===== src/inc/pm_ctl_regs.svh =====
// register offsets, field positions, reset values and timing counts
`ifndef PM_CTL_REGS_SVH
`define PM_CTL_REGS_SVH

// ----------------------------------------------------------------
// register map
// ----------------------------------------------------------------
`define PMC_ADDR_W            4
`define PMC_OFF_CTRL          4'h0
`define PMC_OFF_CFG           4'h4

// ----------------------------------------------------------------
// power_mgmt_control fields
// ----------------------------------------------------------------
`define PMC_B_WAKE_LO         0
`define PMC_B_WAKE_HI         1
`define PMC_B_PHY_IRQ_WAKE_ENABLE     2
`define PMC_B_LAN_WAKE_EN     3
`define PMC_B_PHY_RESET_REQUEST         4
`define PMC_B_SUSP_LO         5
`define PMC_B_SUSP_HI         6
`define PMC_B_READY           7
`define PMC_B_RES_CLR_EN      8
`define PMC_B_RES_CLR_STS     9
`define PMC_B_ENERGY_EFF_WAKE_STATUS        12

// ----------------------------------------------------------------
// configuration register fields
// ----------------------------------------------------------------
`define PMC_B_SKIP_ANA        0
`define PMC_B_XTAL_DIS        1

// ----------------------------------------------------------------
// reset values
// ----------------------------------------------------------------
`define PMC_RST_SUSP          2'h2
`define PMC_RST_RES_CLR_EN    1'h1
`define PMC_RST_XTAL_DIS      1'h1

// ----------------------------------------------------------------
// timing
// ----------------------------------------------------------------
`define PMC_CLK_MHZ           100
`define PMC_PHY_RESET_REQUEST_MIN_MS    4
`define PMC_PHY_RESET_REQUEST_LONG_MS   128
`define PMC_MS_CYCLES(ms)     ((ms) * 1000 * `PMC_CLK_MHZ)

`endif


===== src/inc/pm_ctl_pkg.sv =====
// types shared by the power management control block
package pm_ctl_pkg;
    typedef enum logic [1:0] {
        SUSP0,
        SUSP1,
        SUSP2,
        SUSP3
    } susp_t;

    typedef enum {
        RST_IDLE,
        RST_HOLD,
        RST_SETTLE
    } rst_state_t;
endpackage : pm_ctl_pkg


===== src/inc/phy_reset_request_if.sv =====
// handshake between the control register and the phy reset timer
interface phy_reset_request_if;
    logic start;
    logic long_hold;
    logic phy_ready;
    logic busy;
    logic done;

    modport ctl (output start, output long_hold, input phy_ready,
                 input busy, input done);
    modport tmr (input start, input long_hold, input phy_ready,
                 output busy, output done);
endinterface : phy_reset_request_if


===== src/hw/pm_ctl.sv =====
// power management control register with phy reset and wake status
//
// Overview of operation
// - writing one to phy reset starts reset
// - phy reset held at least 4 ms
// - request bit self-clears when phy leaves reset
// - writes to request ignored while it reads one
// - ready drops on request, returns when phy operational
// - skip-analog setting selects the 4 ms hold; cleared, the hold is 128 ms
// - lan wake enable admits lan wake events
// - phy irq wake enable admits phy interrupt
// - remote resume clears enables when option set
// - status bits clear on write of one
// - low bit phy wake, high bit lan wake
// - energy wake status per suspend state
// - several status bits may be set together
// - no wake cause status without prior enable
// - remote resume clears upper status when option set
// - crystal bit restored from image on usb and lite soft resets
// - suspend mode field selects states 0..3
// - host resumes leave enables untouched
//
// Design decisions made here: the Avalon-MM interface to the registers and the register offsets.
`include "pm_ctl_regs.svh"
module pm_ctl #(
    parameter int SHORT_CYC = `PMC_MS_CYCLES(`PMC_PHY_RESET_REQUEST_MIN_MS),
    parameter int LONG_CYC  = `PMC_MS_CYCLES(`PMC_PHY_RESET_REQUEST_LONG_MS)
) (
    // clock and reset
    input  wire logic                   CLK,
    input  wire logic                   RST,
    // avalon-mm slave
    input  wire logic [`PMC_ADDR_W-1:0] AVS_ADDRESS,
    input  wire logic                   AVS_READ,
    input  wire logic                   AVS_WRITE,
    input  wire logic [31:0]            AVS_WRITEDATA,
    output logic [31:0]                 AVS_READDATA,
    output logic                        AVS_WAITREQUEST,
    // phy
    output logic                        PHY_RESET,
    input  wire logic                   PHY_OPERATIONAL,
    // wake events, one-cycle pulses
    input  wire logic                   PHY_WAKE_EVT,
    input  wire logic                   LAN_WAKE_EVT,
    input  wire logic                   ENERGY_EFF_RX_WAKE,
    input  wire logic                   ENERGY_EFF_TX_WAKE,
    // power unit
    input  wire logic                   RESUME_DONE,
    input  wire logic                   RESUME_REMOTE,
    input  wire logic                   LITE_SOFT_RESET,
    input  wire logic                   USB_RESET,
    input  wire logic                   IMAGE_VALID,
    input  wire logic                   IMAGE_XTAL_DIS,
    output logic [1:0]                  SUSPEND_SEL,
    output logic                        DEVICE_READY,
    output logic                        LAN_WAKE_ARMED,
    output logic                        PHY_WAKE_ARMED,
    output logic                        CRYSTAL_SUSPEND_DISABLE
);
    logic       wr_stb;
    logic       ctrl_wr;
    logic       cfg_wr;
    logic [31:0] wd;
    logic       waitrequest;

    logic       phy_reset_request_reg;
    logic       lan_wake_enable_reg;
    logic       phy_irq_wake_enable_reg;
    logic [1:0] wake_cause_status_reg;
    logic       energy_eff_wake_status_reg;
    logic [1:0] susp_reg;
    logic       ready_reg;
    logic       res_clr_en_reg;
    logic       res_clr_sts_reg;
    logic       skip_analog_ref_wait_reg;
    logic       crystal_suspend_disable_reg;
    logic       image_xtal_reg;
    logic       remote_resume;
    logic       start_req;
    logic [31:0] rdata_next;
    logic [31:0] rdata_reg;
    logic       phy_reset_reg;

    phy_reset_request_if pr ();

    // ------------------------------------------------------------
    // bus front end
    // ------------------------------------------------------------
    avmm_slave u_bus (
        .clk         (CLK),
        .rst         (RST),
        .address     (AVS_ADDRESS),
        .read        (AVS_READ),
        .write       (AVS_WRITE),
        .waitrequest (waitrequest),
        .wr_stb      (wr_stb),
        .rd_stb      ()
    );

    assign wd      = AVS_WRITEDATA;
    assign ctrl_wr = wr_stb && AVS_ADDRESS == `PMC_OFF_CTRL;
    assign cfg_wr  = wr_stb && AVS_ADDRESS == `PMC_OFF_CFG;
    assign remote_resume = RESUME_DONE && RESUME_REMOTE;

    // ------------------------------------------------------------
    // phy reset
    // ------------------------------------------------------------
    assign start_req = ctrl_wr && wd[`PMC_B_PHY_RESET_REQUEST]
                       && !phy_reset_request_reg;
    // the timer starts only on an accepted write, so the pin never glitches
    assign pr.start     = start_req;
    assign pr.long_hold = !skip_analog_ref_wait_reg;
    assign pr.phy_ready = PHY_OPERATIONAL;

    phy_reset_request_timer #(
        .SHORT_CYC (SHORT_CYC),
        .LONG_CYC  (LONG_CYC)
    ) u_tmr (
        .clk (CLK),
        .rst (RST),
        .pr  (pr)
    );

    always_ff @(posedge CLK) begin
        if (RST) begin
            phy_reset_request_reg <= 1'b0;
        end else if (start_req) begin
            phy_reset_request_reg <= 1'b1;
        end else if (pr.done) begin
            phy_reset_request_reg <= 1'b0;
        end
    end

    // reset pin follows the request until the hold completes
    always_ff @(posedge CLK) begin
        if (RST) begin
            phy_reset_reg <= 1'b0;
        end else if (start_req) begin
            phy_reset_reg <= 1'b1;
        end else if (pr.busy) begin
            phy_reset_reg <= 1'b1;
        end else begin
            phy_reset_reg <= 1'b0;
        end
    end

    always_ff @(posedge CLK) begin
        if (RST) begin
            ready_reg <= 1'b0;
        end else if (start_req) begin
            ready_reg <= 1'b0;
        end else if (!phy_reset_request_reg && PHY_OPERATIONAL) begin
            ready_reg <= 1'b1;
        end else if (pr.done) begin
            ready_reg <= 1'b1;
        end
    end

    // ------------------------------------------------------------
    // wake enables
    // ------------------------------------------------------------
    always_ff @(posedge CLK) begin
        if (RST) begin
            lan_wake_enable_reg     <= 1'b0;
            phy_irq_wake_enable_reg <= 1'b0;
        end else if (remote_resume && res_clr_en_reg) begin
            lan_wake_enable_reg     <= 1'b0;
            phy_irq_wake_enable_reg <= 1'b0;
        end else if (ctrl_wr) begin
            lan_wake_enable_reg     <= wd[`PMC_B_LAN_WAKE_EN];
            phy_irq_wake_enable_reg <= wd[`PMC_B_PHY_IRQ_WAKE_ENABLE];
        end
    end

    // ------------------------------------------------------------
    // wake status: set beats clear
    // ------------------------------------------------------------
    always_ff @(posedge CLK) begin
        if (RST) begin
            wake_cause_status_reg <= 2'h0;
        end else begin
            // bits update independently so both may be set
            if (PHY_WAKE_EVT && phy_irq_wake_enable_reg) begin
                wake_cause_status_reg[0] <= 1'b1;
            end else if (ctrl_wr && wd[`PMC_B_WAKE_LO]) begin
                wake_cause_status_reg[0] <= 1'b0;
            end
            if (LAN_WAKE_EVT && lan_wake_enable_reg) begin
                wake_cause_status_reg[1] <= 1'b1;
            end else if (remote_resume && res_clr_sts_reg) begin
                wake_cause_status_reg[1] <= 1'b0;
            end else if (ctrl_wr && wd[`PMC_B_WAKE_HI]) begin
                wake_cause_status_reg[1] <= 1'b0;
            end
        end
    end

    always_ff @(posedge CLK) begin
        if (RST) begin
            energy_eff_wake_status_reg <= 1'b0;
        end else if ((ENERGY_EFF_RX_WAKE && (susp_reg == pm_ctl_pkg::SUSP0
                     || susp_reg == pm_ctl_pkg::SUSP3))
                     || (ENERGY_EFF_TX_WAKE
                     && susp_reg == pm_ctl_pkg::SUSP3)) begin
            energy_eff_wake_status_reg <= 1'b1;
        end else if (remote_resume && res_clr_sts_reg) begin
            energy_eff_wake_status_reg <= 1'b0;
        end else if (ctrl_wr && wd[`PMC_B_ENERGY_EFF_WAKE_STATUS]) begin
            energy_eff_wake_status_reg <= 1'b0;
        end
    end

    // ------------------------------------------------------------
    // mode and configuration
    // ------------------------------------------------------------
    always_ff @(posedge CLK) begin
        if (RST) begin
            susp_reg        <= `PMC_RST_SUSP;
            res_clr_en_reg  <= `PMC_RST_RES_CLR_EN;
            res_clr_sts_reg <= 1'b0;
        end else if (ctrl_wr) begin
            // software keeps status clears apart from mode changes
            susp_reg <= wd[`PMC_B_SUSP_HI:`PMC_B_SUSP_LO];
            res_clr_en_reg  <= wd[`PMC_B_RES_CLR_EN];
            res_clr_sts_reg <= wd[`PMC_B_RES_CLR_STS];
        end
    end

    // image value is caught by a clocked process; reset loads the default only while no image is valid
    always_ff @(posedge CLK) begin
        if (IMAGE_VALID) begin
            image_xtal_reg <= IMAGE_XTAL_DIS;
        end else if (RST) begin
            image_xtal_reg <= `PMC_RST_XTAL_DIS;
        end
    end

    always_ff @(posedge CLK) begin
        if (RST) begin
            skip_analog_ref_wait_reg    <= 1'b0;
            crystal_suspend_disable_reg <= `PMC_RST_XTAL_DIS;
        end else if (USB_RESET || LITE_SOFT_RESET) begin
            crystal_suspend_disable_reg <= image_xtal_reg;
        end else if (cfg_wr) begin
            skip_analog_ref_wait_reg    <= wd[`PMC_B_SKIP_ANA];
            crystal_suspend_disable_reg <= wd[`PMC_B_XTAL_DIS];
        end
    end

    // ------------------------------------------------------------
    // read path
    // ------------------------------------------------------------
    always_comb begin
        rdata_next = 32'h0;
        if (AVS_ADDRESS == `PMC_OFF_CTRL) begin
            rdata_next[`PMC_B_WAKE_HI:`PMC_B_WAKE_LO] = wake_cause_status_reg;
            rdata_next[`PMC_B_PHY_IRQ_WAKE_ENABLE] = phy_irq_wake_enable_reg;
            rdata_next[`PMC_B_LAN_WAKE_EN] = lan_wake_enable_reg;
            rdata_next[`PMC_B_PHY_RESET_REQUEST]     = phy_reset_request_reg;
            rdata_next[`PMC_B_SUSP_HI:`PMC_B_SUSP_LO] = susp_reg;
            rdata_next[`PMC_B_READY]       = ready_reg;
            rdata_next[`PMC_B_RES_CLR_EN]  = res_clr_en_reg;
            rdata_next[`PMC_B_RES_CLR_STS] = res_clr_sts_reg;
            rdata_next[`PMC_B_ENERGY_EFF_WAKE_STATUS]    = energy_eff_wake_status_reg;
        end else if (AVS_ADDRESS == `PMC_OFF_CFG) begin
            rdata_next[`PMC_B_SKIP_ANA] = skip_analog_ref_wait_reg;
            rdata_next[`PMC_B_XTAL_DIS] = crystal_suspend_disable_reg;
        end
    end

    // data registered in the wait cycle so it stands at the ack edge
    always_ff @(posedge CLK) begin
        if (RST) begin
            rdata_reg       <= 32'h0;
            AVS_WAITREQUEST <= 1'b1;
        end else begin
            // zero outside the answer cycle keeps stale data off the bus
            rdata_reg       <= (AVS_READ && waitrequest) ? rdata_next : 32'h0;
            AVS_WAITREQUEST <= !((AVS_READ || AVS_WRITE) && waitrequest);
        end
    end

    assign AVS_READDATA = rdata_reg;

    // ------------------------------------------------------------
    // pin outputs
    // ------------------------------------------------------------
    assign PHY_RESET               = phy_reset_reg;
    assign DEVICE_READY            = ready_reg;
    assign SUSPEND_SEL             = susp_reg;
    assign LAN_WAKE_ARMED          = lan_wake_enable_reg;
    assign PHY_WAKE_ARMED          = phy_irq_wake_enable_reg;
    assign CRYSTAL_SUSPEND_DISABLE = crystal_suspend_disable_reg;
endmodule : pm_ctl


===== src/hw/phy_reset_request_timer.sv =====
// self-timed phy reset hold counter
`include "pm_ctl_regs.svh"
module phy_reset_request_timer #(
    parameter int SHORT_CYC = `PMC_MS_CYCLES(`PMC_PHY_RESET_REQUEST_MIN_MS),
    parameter int LONG_CYC  = `PMC_MS_CYCLES(`PMC_PHY_RESET_REQUEST_LONG_MS)
) (
    // clock and reset
    input wire logic clk,
    input wire logic rst,
    // control side
    phy_reset_request_if.tmr   pr
);
    pm_ctl_pkg::rst_state_t state_reg;
    logic [31:0]            cnt_reg;
    logic [31:0]            target;

    assign target = pr.long_hold ? LONG_CYC : SHORT_CYC;

    // --------------------------------------------------------------
    // hold sequencer
    // --------------------------------------------------------------
    always_ff @(posedge clk) begin
        if (rst) begin
            state_reg <= pm_ctl_pkg::RST_IDLE;
            cnt_reg   <= 32'h0;
        end else begin
            unique case (state_reg)
                pm_ctl_pkg::RST_IDLE: begin
                    cnt_reg <= 32'h0;
                    if (pr.start) begin
                        state_reg <= pm_ctl_pkg::RST_HOLD;
                    end
                end
                pm_ctl_pkg::RST_HOLD: begin
                    cnt_reg <= cnt_reg + 32'h1;
                    if (cnt_reg >= target - 32'h1) begin
                        state_reg <= pm_ctl_pkg::RST_SETTLE;
                    end
                end
                pm_ctl_pkg::RST_SETTLE: begin
                    if (pr.phy_ready) begin
                        state_reg <= pm_ctl_pkg::RST_IDLE;
                    end
                end
            endcase
        end
    end

    assign pr.busy = state_reg == pm_ctl_pkg::RST_HOLD;
    assign pr.done = state_reg == pm_ctl_pkg::RST_SETTLE && pr.phy_ready;
endmodule : phy_reset_request_timer


===== src/hw/avmm_slave.sv =====
// avalon-mm slave front end with one wait state on every access
`include "pm_ctl_regs.svh"
module avmm_slave (
    // clock and reset
    input  wire logic                   clk,
    input  wire logic                   rst,
    // bus
    input  wire logic [`PMC_ADDR_W-1:0] address,
    input  wire logic                   read,
    input  wire logic                   write,
    output logic                        waitrequest,
    // register side
    output logic                        wr_stb,
    output logic                        rd_stb
);
    logic ack_reg;

    // one wait cycle, then a single-cycle acknowledge
    always_ff @(posedge clk) begin
        if (rst) begin
            ack_reg <= 1'b0;
        end else begin
            ack_reg <= (read || write) && !ack_reg;
        end
    end

    assign waitrequest = !ack_reg;
    assign wr_stb      = write && ack_reg;
    assign rd_stb      = read && ack_reg;
endmodule : avmm_slave


===== config.mk =====
export PLATFORM = sky130hd
export DESIGN_NAME = pm_ctl
export DESIGN_NICKNAME = d
export VERILOG_FILES = /design/src/inc/pm_ctl_pkg.sv /design/src/inc/phy_reset_request_if.sv /design/src/hw/pm_ctl.sv /design/src/hw/phy_reset_request_timer.sv /design/src/hw/avmm_slave.sv
export VERILOG_INCLUDE_DIRS = /design/src /design/src/inc
export SDC_FILE = /design/constraint.sdc
export NUM_CORES = 1
export LEC_CHECK = 0
export BUFFER_PORTS_ARGS = -buffer_cell sky130_fd_sc_hd__clkbuf_2
export CAP_MARGIN = 10
export CORE_AREA = 2 2 125 96
export CTS_CLUSTER_SIZE = 10
export DETAILED_ROUTE_END_ITERATION = 8
export DIE_AREA = 0 0 127 98
export GPL_ROUTABILITY_DRIVEN = 0
export HOLD_SLACK_MARGIN = 0.03
export SLEW_MARGIN = 20
export SYNTH_ARGS = -nofsm -noshare
export SYNTH_HDL_FRONTEND = slang
export SYNTH_HIERARCHICAL = 1
export SYNTH_SLANG_ARGS = --single-unit

===== constraint.sdc =====
create_clock -name CLK -period 2.7 [get_ports CLK]
set_input_delay 0.27 -clock CLK [delete_from_list [all_inputs] [get_ports CLK]]
set_output_delay 0.27 -clock CLK [all_outputs]
set_load 0.03 [all_outputs]

==> metrics.yaml, run 1 <==
global_routing:
  grtUsageTotal_pct: 12.34
  grt-busiest-layer: "met2"
  antenna_found_initial: 0
  grt_overflow: 0
  grtUsageMet3_pct: 4.110
  grt_pass1_vias: 2557
  gr-usage-met2_pct: 17.82
  use_met1_pct: 17.50
  grt_max_degree: 36
  grt_pass1_wl_um: 12380
drt:
  dr.pass1.iters: 4
  via_per_inst: 4.912
  dr_total_vias: 2805
  wirelength_um: 7449
  drt-wirelength-per-cell_um: 13.05
  drc: 0
  ant_nets: 0
  drtIter0Drc: 156
cts:
  cts.reportedPaths.clkPinSlew_ns: 0.06
  cts_hold_buf: 0
  cts_buffers: 9
  h-tree-depth: 3
  cts_tree: "yes"
  cts_sinks: 62
  cts_buffer_depth: 2
  cts_root_buffer: "clkbuf_16"
  post_cts.repair.setup_buffers: 0
  cts_resized: 0
  clock_latency_ns: 0.33
flow_run:
  drv_cap: 0
hold_path:
  holdCritPathClass: "input port to register"
  hold_path_startpoint: "AVS_WRITEDATA[6]"
synth:
  syn_area_mm2: 0.003306
  synth_area_per_cell_um2: 8.934
  netlist_instances: 370
  yosys_warnings: 6
timing:
  finalClockSkew_ns: 0.005988
  min_period_over_period_pct: 86.29
  fmax_ghz: 0.4292
  fin_setup_tns_ns: 0
  finalWorstSetupSlack_ns: 0.3702
  slew_viol_final: 0
  finalHoldViolations: 0
  slew-limit-headroom_pct: 50.66
  fin_crit_ns: 2.330
  rsz0062_at_grt: "no"
  finalSetupViolCount: 0
  worst_slew_pin_slew_ns: 0.7401
setup_path:
  r2r-end: "u_tmr/state_reg[0]$_SDFFE_PP0P_"
  crit_arrival_ns: 2.55
  cpPeakStageDelay_ns: 0.60
  required_ns: 2.92
  worstSetupEndpointType: "register"
  critPathCapture: "u_tmr/state_reg[0]$_SDFFE_PP0P_"
  r2r_setup_slack_ns: 0.37
  r2r_cells: 8
  critical_path.slowest_cell: "or4b_2"
  startpoint: "skip_analog_ref_wait_reg$_SDFFE_PP0P_"
  r2r-start: "skip_analog_ref_wait_reg$_SDFFE_PP0P_"
  start_kind: "register"
  cp_max_fo: 4
  path_cells: "inv_1, inv_1, ha_1, or4b_2, nor3_1, a31oi_1, a31oi_1, mux2_2"
  crit_type: "register to register"
power:
  combPwrFrac_pct: 13.8
  p_total_mw: 2.603
  leakage_nw: 1.607
  power.switching_mw: 0.7201
  p_clk_share_pct: 48.9
  seq_power_share_pct: 37.3
  ir_worst_vdd_mv: 0.2884
  p_int_mw: 1.883
  powerDensity_mw_per_mm2: 655.2
  switching_share_pct: 27.67
cells_and_area:
  largest_reg_flops: 32
  diodes: 0
  fill_cells: 1161
  most-common-layout-cells: "dfxtp_1 (61), clkbuf_2 (47), nor2_1 (32)"
  area_delta_synth_final_pct: 20.17
  drive_gt1_share_pct: 23.65
  final_area_mm2: 0.003973
  nets: 487
  layout_commonest_cell: "dfxtp_1"
floorplan:
  die_h_um: 98
  die_w_um: 127
  pin_count: 91
  initial_core_util_pct: 29.21
  dieArea_mm2: 0.01245
  core_mm2: 0.01132
  rows: 34
place:
  place_ws_ns: 0.4022
  hpwlAfterDp_um: 5525
  placed_area_mm2: 0.003643
  io_buffers: 47
outcome:
  run_status: "finished clean"
per-layer routing:
| layer | routed length [um] | part of all wire [%] | vias up |
|---|---|---|---|
| met2 | 3121 | 42 | 65 |
| met1 | 3868 | 52 | 1333 |
| met5 | 0 | 0 | - |
| met4 | 80 | 1.1 | 0 |
| met3 | 378 | 5.1 | 7 |
| li1 | - | - | 1400 |
power by group through the flow:
stage / Clock, mW / Combinational [mW] / Sequential [mW]
finish: 1.27 / 0.360 / 0.971
global route: 1.33 / 0.397 / 0.975
CTS: 1.30 / 0.357 / 0.971
detailed placement: 0 / 0.355 / 0.992
global placement: 0 / 0.352 / 0.990
floorplan: 0 / 0.245 / 1.00
area by class of cell:
type | instances | area, um2 | area share [%]
Clock buffer | 9 | 225.2 | 5.669
Clock inverter | 7 | 103.9 | 2.614
Inverter | 18 | 67.56 | 1.701
Multi-Input combinational cell | 275 | 1842 | 46.36
Sequential cell | 62 | 1251 | 31.50
Tap cell | 144 | 180.2 | 4.535
Timing Repair Buffer | 56 | 302.8 | 7.622
worst max-delay path: cells and delay by family (launching register included):
| kind | cells | cell delay [ns] |
|---|---|---|
| and+or+nand+nor | 2 | 0.74 |
| AOI/OAI and AO/OA | 2 | 0.41 |
| muxes | 1 | 0.37 |
| DFF | 1 | 0.32 |
| buffers and inverters | 2 | 0.19 |
| adders and majority gates | 1 | 0.19 |
worst min-delay path by stage:
stage | endpoint | slack [ns] | cells past startpoint
after global placement | u_bus/ack_reg$_SDFF_PP0_ | 0.44 | 1
final | SUSPEND_SEL[1]$_SDFFE_PP1N_ | 0.15 | 2
after global routing | SUSPEND_SEL[1]$_SDFFE_PP1N_ | 0.14 | 2
after detailed placement | u_bus/ack_reg$_SDFF_PP0_ | 0.44 | 1
after floorplan | u_bus/ack_reg$_SDFF_PP0_ | 0.34 | 1
after CTS | SUSPEND_SEL[1]$_SDFFE_PP1N_ | 0.14 | 2
metrics by stage:
step / utilization, % / instances / hold slack, ns
2_1_floorplan: - / 390 / 0.3409
3_3_place_gp: 32.20 / 555 / 0.4370
3_5_place_dp: 32.20 / 555 / 0.4360
4_1_cts: 35.11 / 571 / 0.1430
5_1_grt: 35.11 / 571 / 0.1415
6_report: 35.11 / 571 / 0.1482
Note: power is estimated with default switching activity, not from simulation.
==> inputs of run 2 (changes only) <==
--- a/config.mk
+++ b/config.mk
@@ -8,12 +8,15 @@
 export LEC_CHECK = 0
 export BUFFER_PORTS_ARGS = -buffer_cell sky130_fd_sc_hd__clkbuf_2
 export CAP_MARGIN = 10
+export CELL_PAD_IN_SITES_DETAIL_PLACEMENT = 0
+export CELL_PAD_IN_SITES_GLOBAL_PLACEMENT = 1
 export CORE_AREA = 2 2 125 96
 export CTS_CLUSTER_SIZE = 10
 export DETAILED_ROUTE_END_ITERATION = 8
 export DIE_AREA = 0 0 127 98
 export GPL_ROUTABILITY_DRIVEN = 0
 export HOLD_SLACK_MARGIN = 0.03
+export PLACE_DENSITY_LB_ADDON = 0.1
 export SLEW_MARGIN = 20
 export SYNTH_ARGS = -nofsm -noshare
 export SYNTH_HDL_FRONTEND = slang
==> constraint.sdc (replaced) <==
create_clock -name CLK -period 2.4 [get_ports CLK]
set_input_delay 0.24 -clock CLK [delete_from_list [all_inputs] [get_ports CLK]]
set_output_delay 0.24 -clock CLK [all_outputs]
set_load 0.005 [all_outputs]
==> run 2 against run 1 <==
  * Clock power rose by 11%
  * Sequential power increased by 12%
  * Core utilization up 0.39 points
  * Hold slack got worse by 0.044 ns
  * Critical endpoint unchanged
  * Largest cell class unchanged
==> metrics.yaml, run 2 (synthesis gave the netlist of run 1 again) <==
outcome:
  run_status: "finished clean"  # unchanged
global_routing:
  grt_max_degree: 20  # was 36
  grt_pass1_vias: 2647  # was 2557
  grt_overflow: 0  # unchanged
  grt_pass1_wl_um: 13660  # was 12380 um
  grtUsageTotal_pct: 14.07  # was 12.34%
  antenna_found_initial: 0  # unchanged
setup_path:
  cp_max_fo: 4  # unchanged
  worstSetupEndpointType: "register"  # unchanged
  crit_top_cell: "a31oi_1"
  required_ns: 2.62  # was 2.92 ns
  start_kind: "register"  # unchanged
  path_cells: "inv_1, ha_2, or4b_2, nor3_2, a31oi_1, a31oi_1, mux2_2"  # was inv_1, inv_1, ha_1, or4b_2, nor3_1, a31oi_1, a31oi_1, mux2_2
  cpPeakStageDelay_ns: 0.60  # about the same
  r2r_setup_slack_ns: 0.19  # was 0.37 ns
  crit_type: "register to register"  # unchanged
  critical_path.slowest_cell: "or4b_2"  # unchanged
  crit_arrival_ns: 2.44  # was 2.55 ns
cts:
  cts_hold_buf: 0  # unchanged
  h-tree-depth: 3  # unchanged
  cts.reportedPaths.clkPinSlew_ns: 0.06  # about the same
  cts_buffer_depth: 2  # unchanged
  cts_buffers: 9  # unchanged
  clock_latency_ns: 0.33  # about the same
  cts_tree: "yes"  # unchanged
  cts_sinks: 62  # unchanged
  cts_root_buffer: "clkbuf_16"  # unchanged
floorplan:
  initial_core_util_pct: 29.21  # unchanged
  die_h_um: 98  # unchanged
  dieArea_mm2: 0.01245  # unchanged
  core_mm2: 0.01132  # unchanged
  pin_count: 91  # unchanged
  rows: 34  # unchanged
  die_w_um: 127  # unchanged
power:
  seq_power_share_pct: 38.0  # was 37.3%
  power.switching_mw: 0.7721  # was 0.7201 mW
  switching_share_pct: 26.81  # was 27.67%
  p_clk_share_pct: 48.9  # about the same
  leakage_nw: 1.630  # was 1.607 nW
  p_total_mw: 2.880  # was 2.603 mW
  combPwrFrac_pct: 13.1  # was 13.8%
  ir_worst_vdd_mv: 0.4110  # was 0.2884 mV
  p_int_mw: 2.108  # was 1.883 mW
  powerDensity_mw_per_mm2: 717.1  # was 655.2 mW/mm2
cells_and_area:
  final_util_pct: 35.49  # was 35.11%
  fill_cells: 1191  # was 1161
  layout_commonest_cell: "dfxtp_1"  # unchanged
  area_delta_synth_final_pct: 21.50  # was 20.17%
  largest_reg_flops: 32  # unchanged
  final_area_mm2: 0.004016  # was 0.003973 mm2
  drive_gt1_share_pct: 25.00  # was 23.65%
  seq_area_mm2: 0.001251  # unchanged
  multi_input_area_mm2: 0.001849  # was 0.001842 mm2
  nets: 492  # was 487
  diodes: 0  # unchanged
  most-common-layout-cells: "dfxtp_1 (61), clkbuf_2 (47), nor2_1 (32)"  # unchanged
timing:
  finalClockSkew_ns: 0.004993  # was 0.005988 ns
  rsz0062_at_grt: "no"  # unchanged
  worst_slew_pin_slew_ns: 0.5012  # was 0.7401 ns
  fin_crit_ns: 2.214  # was 2.330 ns
  finalHoldViolations: 0  # unchanged
  slew_viol_final: 0  # unchanged
  finalSetupViolCount: 0  # unchanged
  fmax_ghz: 0.4517  # was 0.4292 GHz
  slew-limit-headroom_pct: 66.28  # was 50.66%
  fin_setup_tns_ns: 0  # unchanged
  min_period_over_period_pct: 92.25  # was 86.29%
drt:
  via_per_inst: 4.781  # was 4.912
  dr_total_vias: 2754  # was 2805
  ant_nets: 0  # unchanged
  wirelength_um: 8272  # was 7449 um
  dr.pass1.iters: 4  # unchanged
  drt-wirelength-per-cell_um: 14.36  # was 13.05 um
  drc: 0  # unchanged
  drtIter0Drc: 125  # was 156
place:
  io_buffers: 47  # unchanged
  placed_area_mm2: 0.003674  # was 0.003643 mm2
  hpwlAfterDp_um: 6184  # was 5525 um
flow_run:
  drv_cap: 0  # unchanged
hold_path:
  holdCritPathClass: "input port to register"  # unchanged
==> run 2: changes by cell type in the layout (fill, tap and decap cells not counted), sizes merged <==
cell,change
buf,+5
inv,-3
clkbuf,+2
clkinv,+1
bufinv,-1
clkinvlp,+1
==> run 2: path summary, 6_finish.rpt <==
path / start / end / cells after the start
hold reg to reg: u_bus/ack_reg$_SDFF_PP0_ / u_bus/ack_reg$_SDFF_PP0_ / 1
setup reg to reg: u_tmr/state_reg[1]$_SDFFE_PP0P_ / u_tmr/state_reg[0]$_SDFFE_PP0P_ / 7
setup / recovery: u_tmr/state_reg[1]$_SDFFE_PP0P_ / u_tmr/state_reg[0]$_SDFFE_PP0P_ / 7
hold / removal: AVS_WRITEDATA[8] / res_clr_en_reg$_SDFFE_PP1N_ / 2
==> run 2: power by group through the flow <==
stage	Clock (mW)	Combinational, mW	Sequential, mW
detailed placement	0	0.378	1.12
global placement	0	0.377	1.12
floorplan	0	0.239	1.11
CTS	1.46	0.380	1.09
finish	1.41	0.379	1.09
global route	1.50	0.420	1.10
==> run 2: worst max-delay path: cells and delay by family (launching register included) <==
| family | cells | cell delay (ns) |
|---|---|---|
| AND/OR/NAND/NOR | 2 | 0.73 |
| AO/OA/AOI/OAI | 2 | 0.37 |
| flip-flops | 1 | 0.31 |
| multiplexers | 1 | 0.37 |
| adder cells (fa/ha/maj) | 1 | 0.24 |
| buffers and inverters | 1 | 0.09 |
==> run 2: metrics by stage <==
| step | setup WS (ns) | hold slack [ns] | cells |
|---|---|---|---|
| detailed placement | 0.1432 | 0.4370 | 559 |
| finish | 0.1861 | 0.1046 | 576 |
| floorplan | 0.2411 | 0.3109 | 390 |
| CTS | 0.1273 | 0.09168 | 575 |
| global route | 0.03986 | 0.1050 | 576 |
| global placement | 0.1671 | 0.4360 | 559 |
==> run 2: per-layer routing <==
layer | wire (um) | part of all wire (%) | global-route usage (%) | vias up
li1 | - | - | - | 1410
met1 | 4608 | 56 | 20.09 | 1283
met2 | 3233 | 39 | 20.02 | 50
met3 | 293 | 3.5 | 4.055 | 11
met4 | 136 | 1.6 | 5.241 | 0
met5 | 0 | 0 | 0 | -
==> run 2: cell type report <==
type                       instances  area share (%)
tap                              144           4.486
clock buffer                      11           6.573
timing repair buffer              61           8.474
sequential                        62           31.15
multi-input combinational        275           46.04
clock inverter                     5           1.589
inverter                          18           1.682
==> run 2: timing repair <==
action                     4_1_cts  5_1_grt
setup buffers                    0        1
setup endpoints to repair        0        3
gates resized for setup          0        2
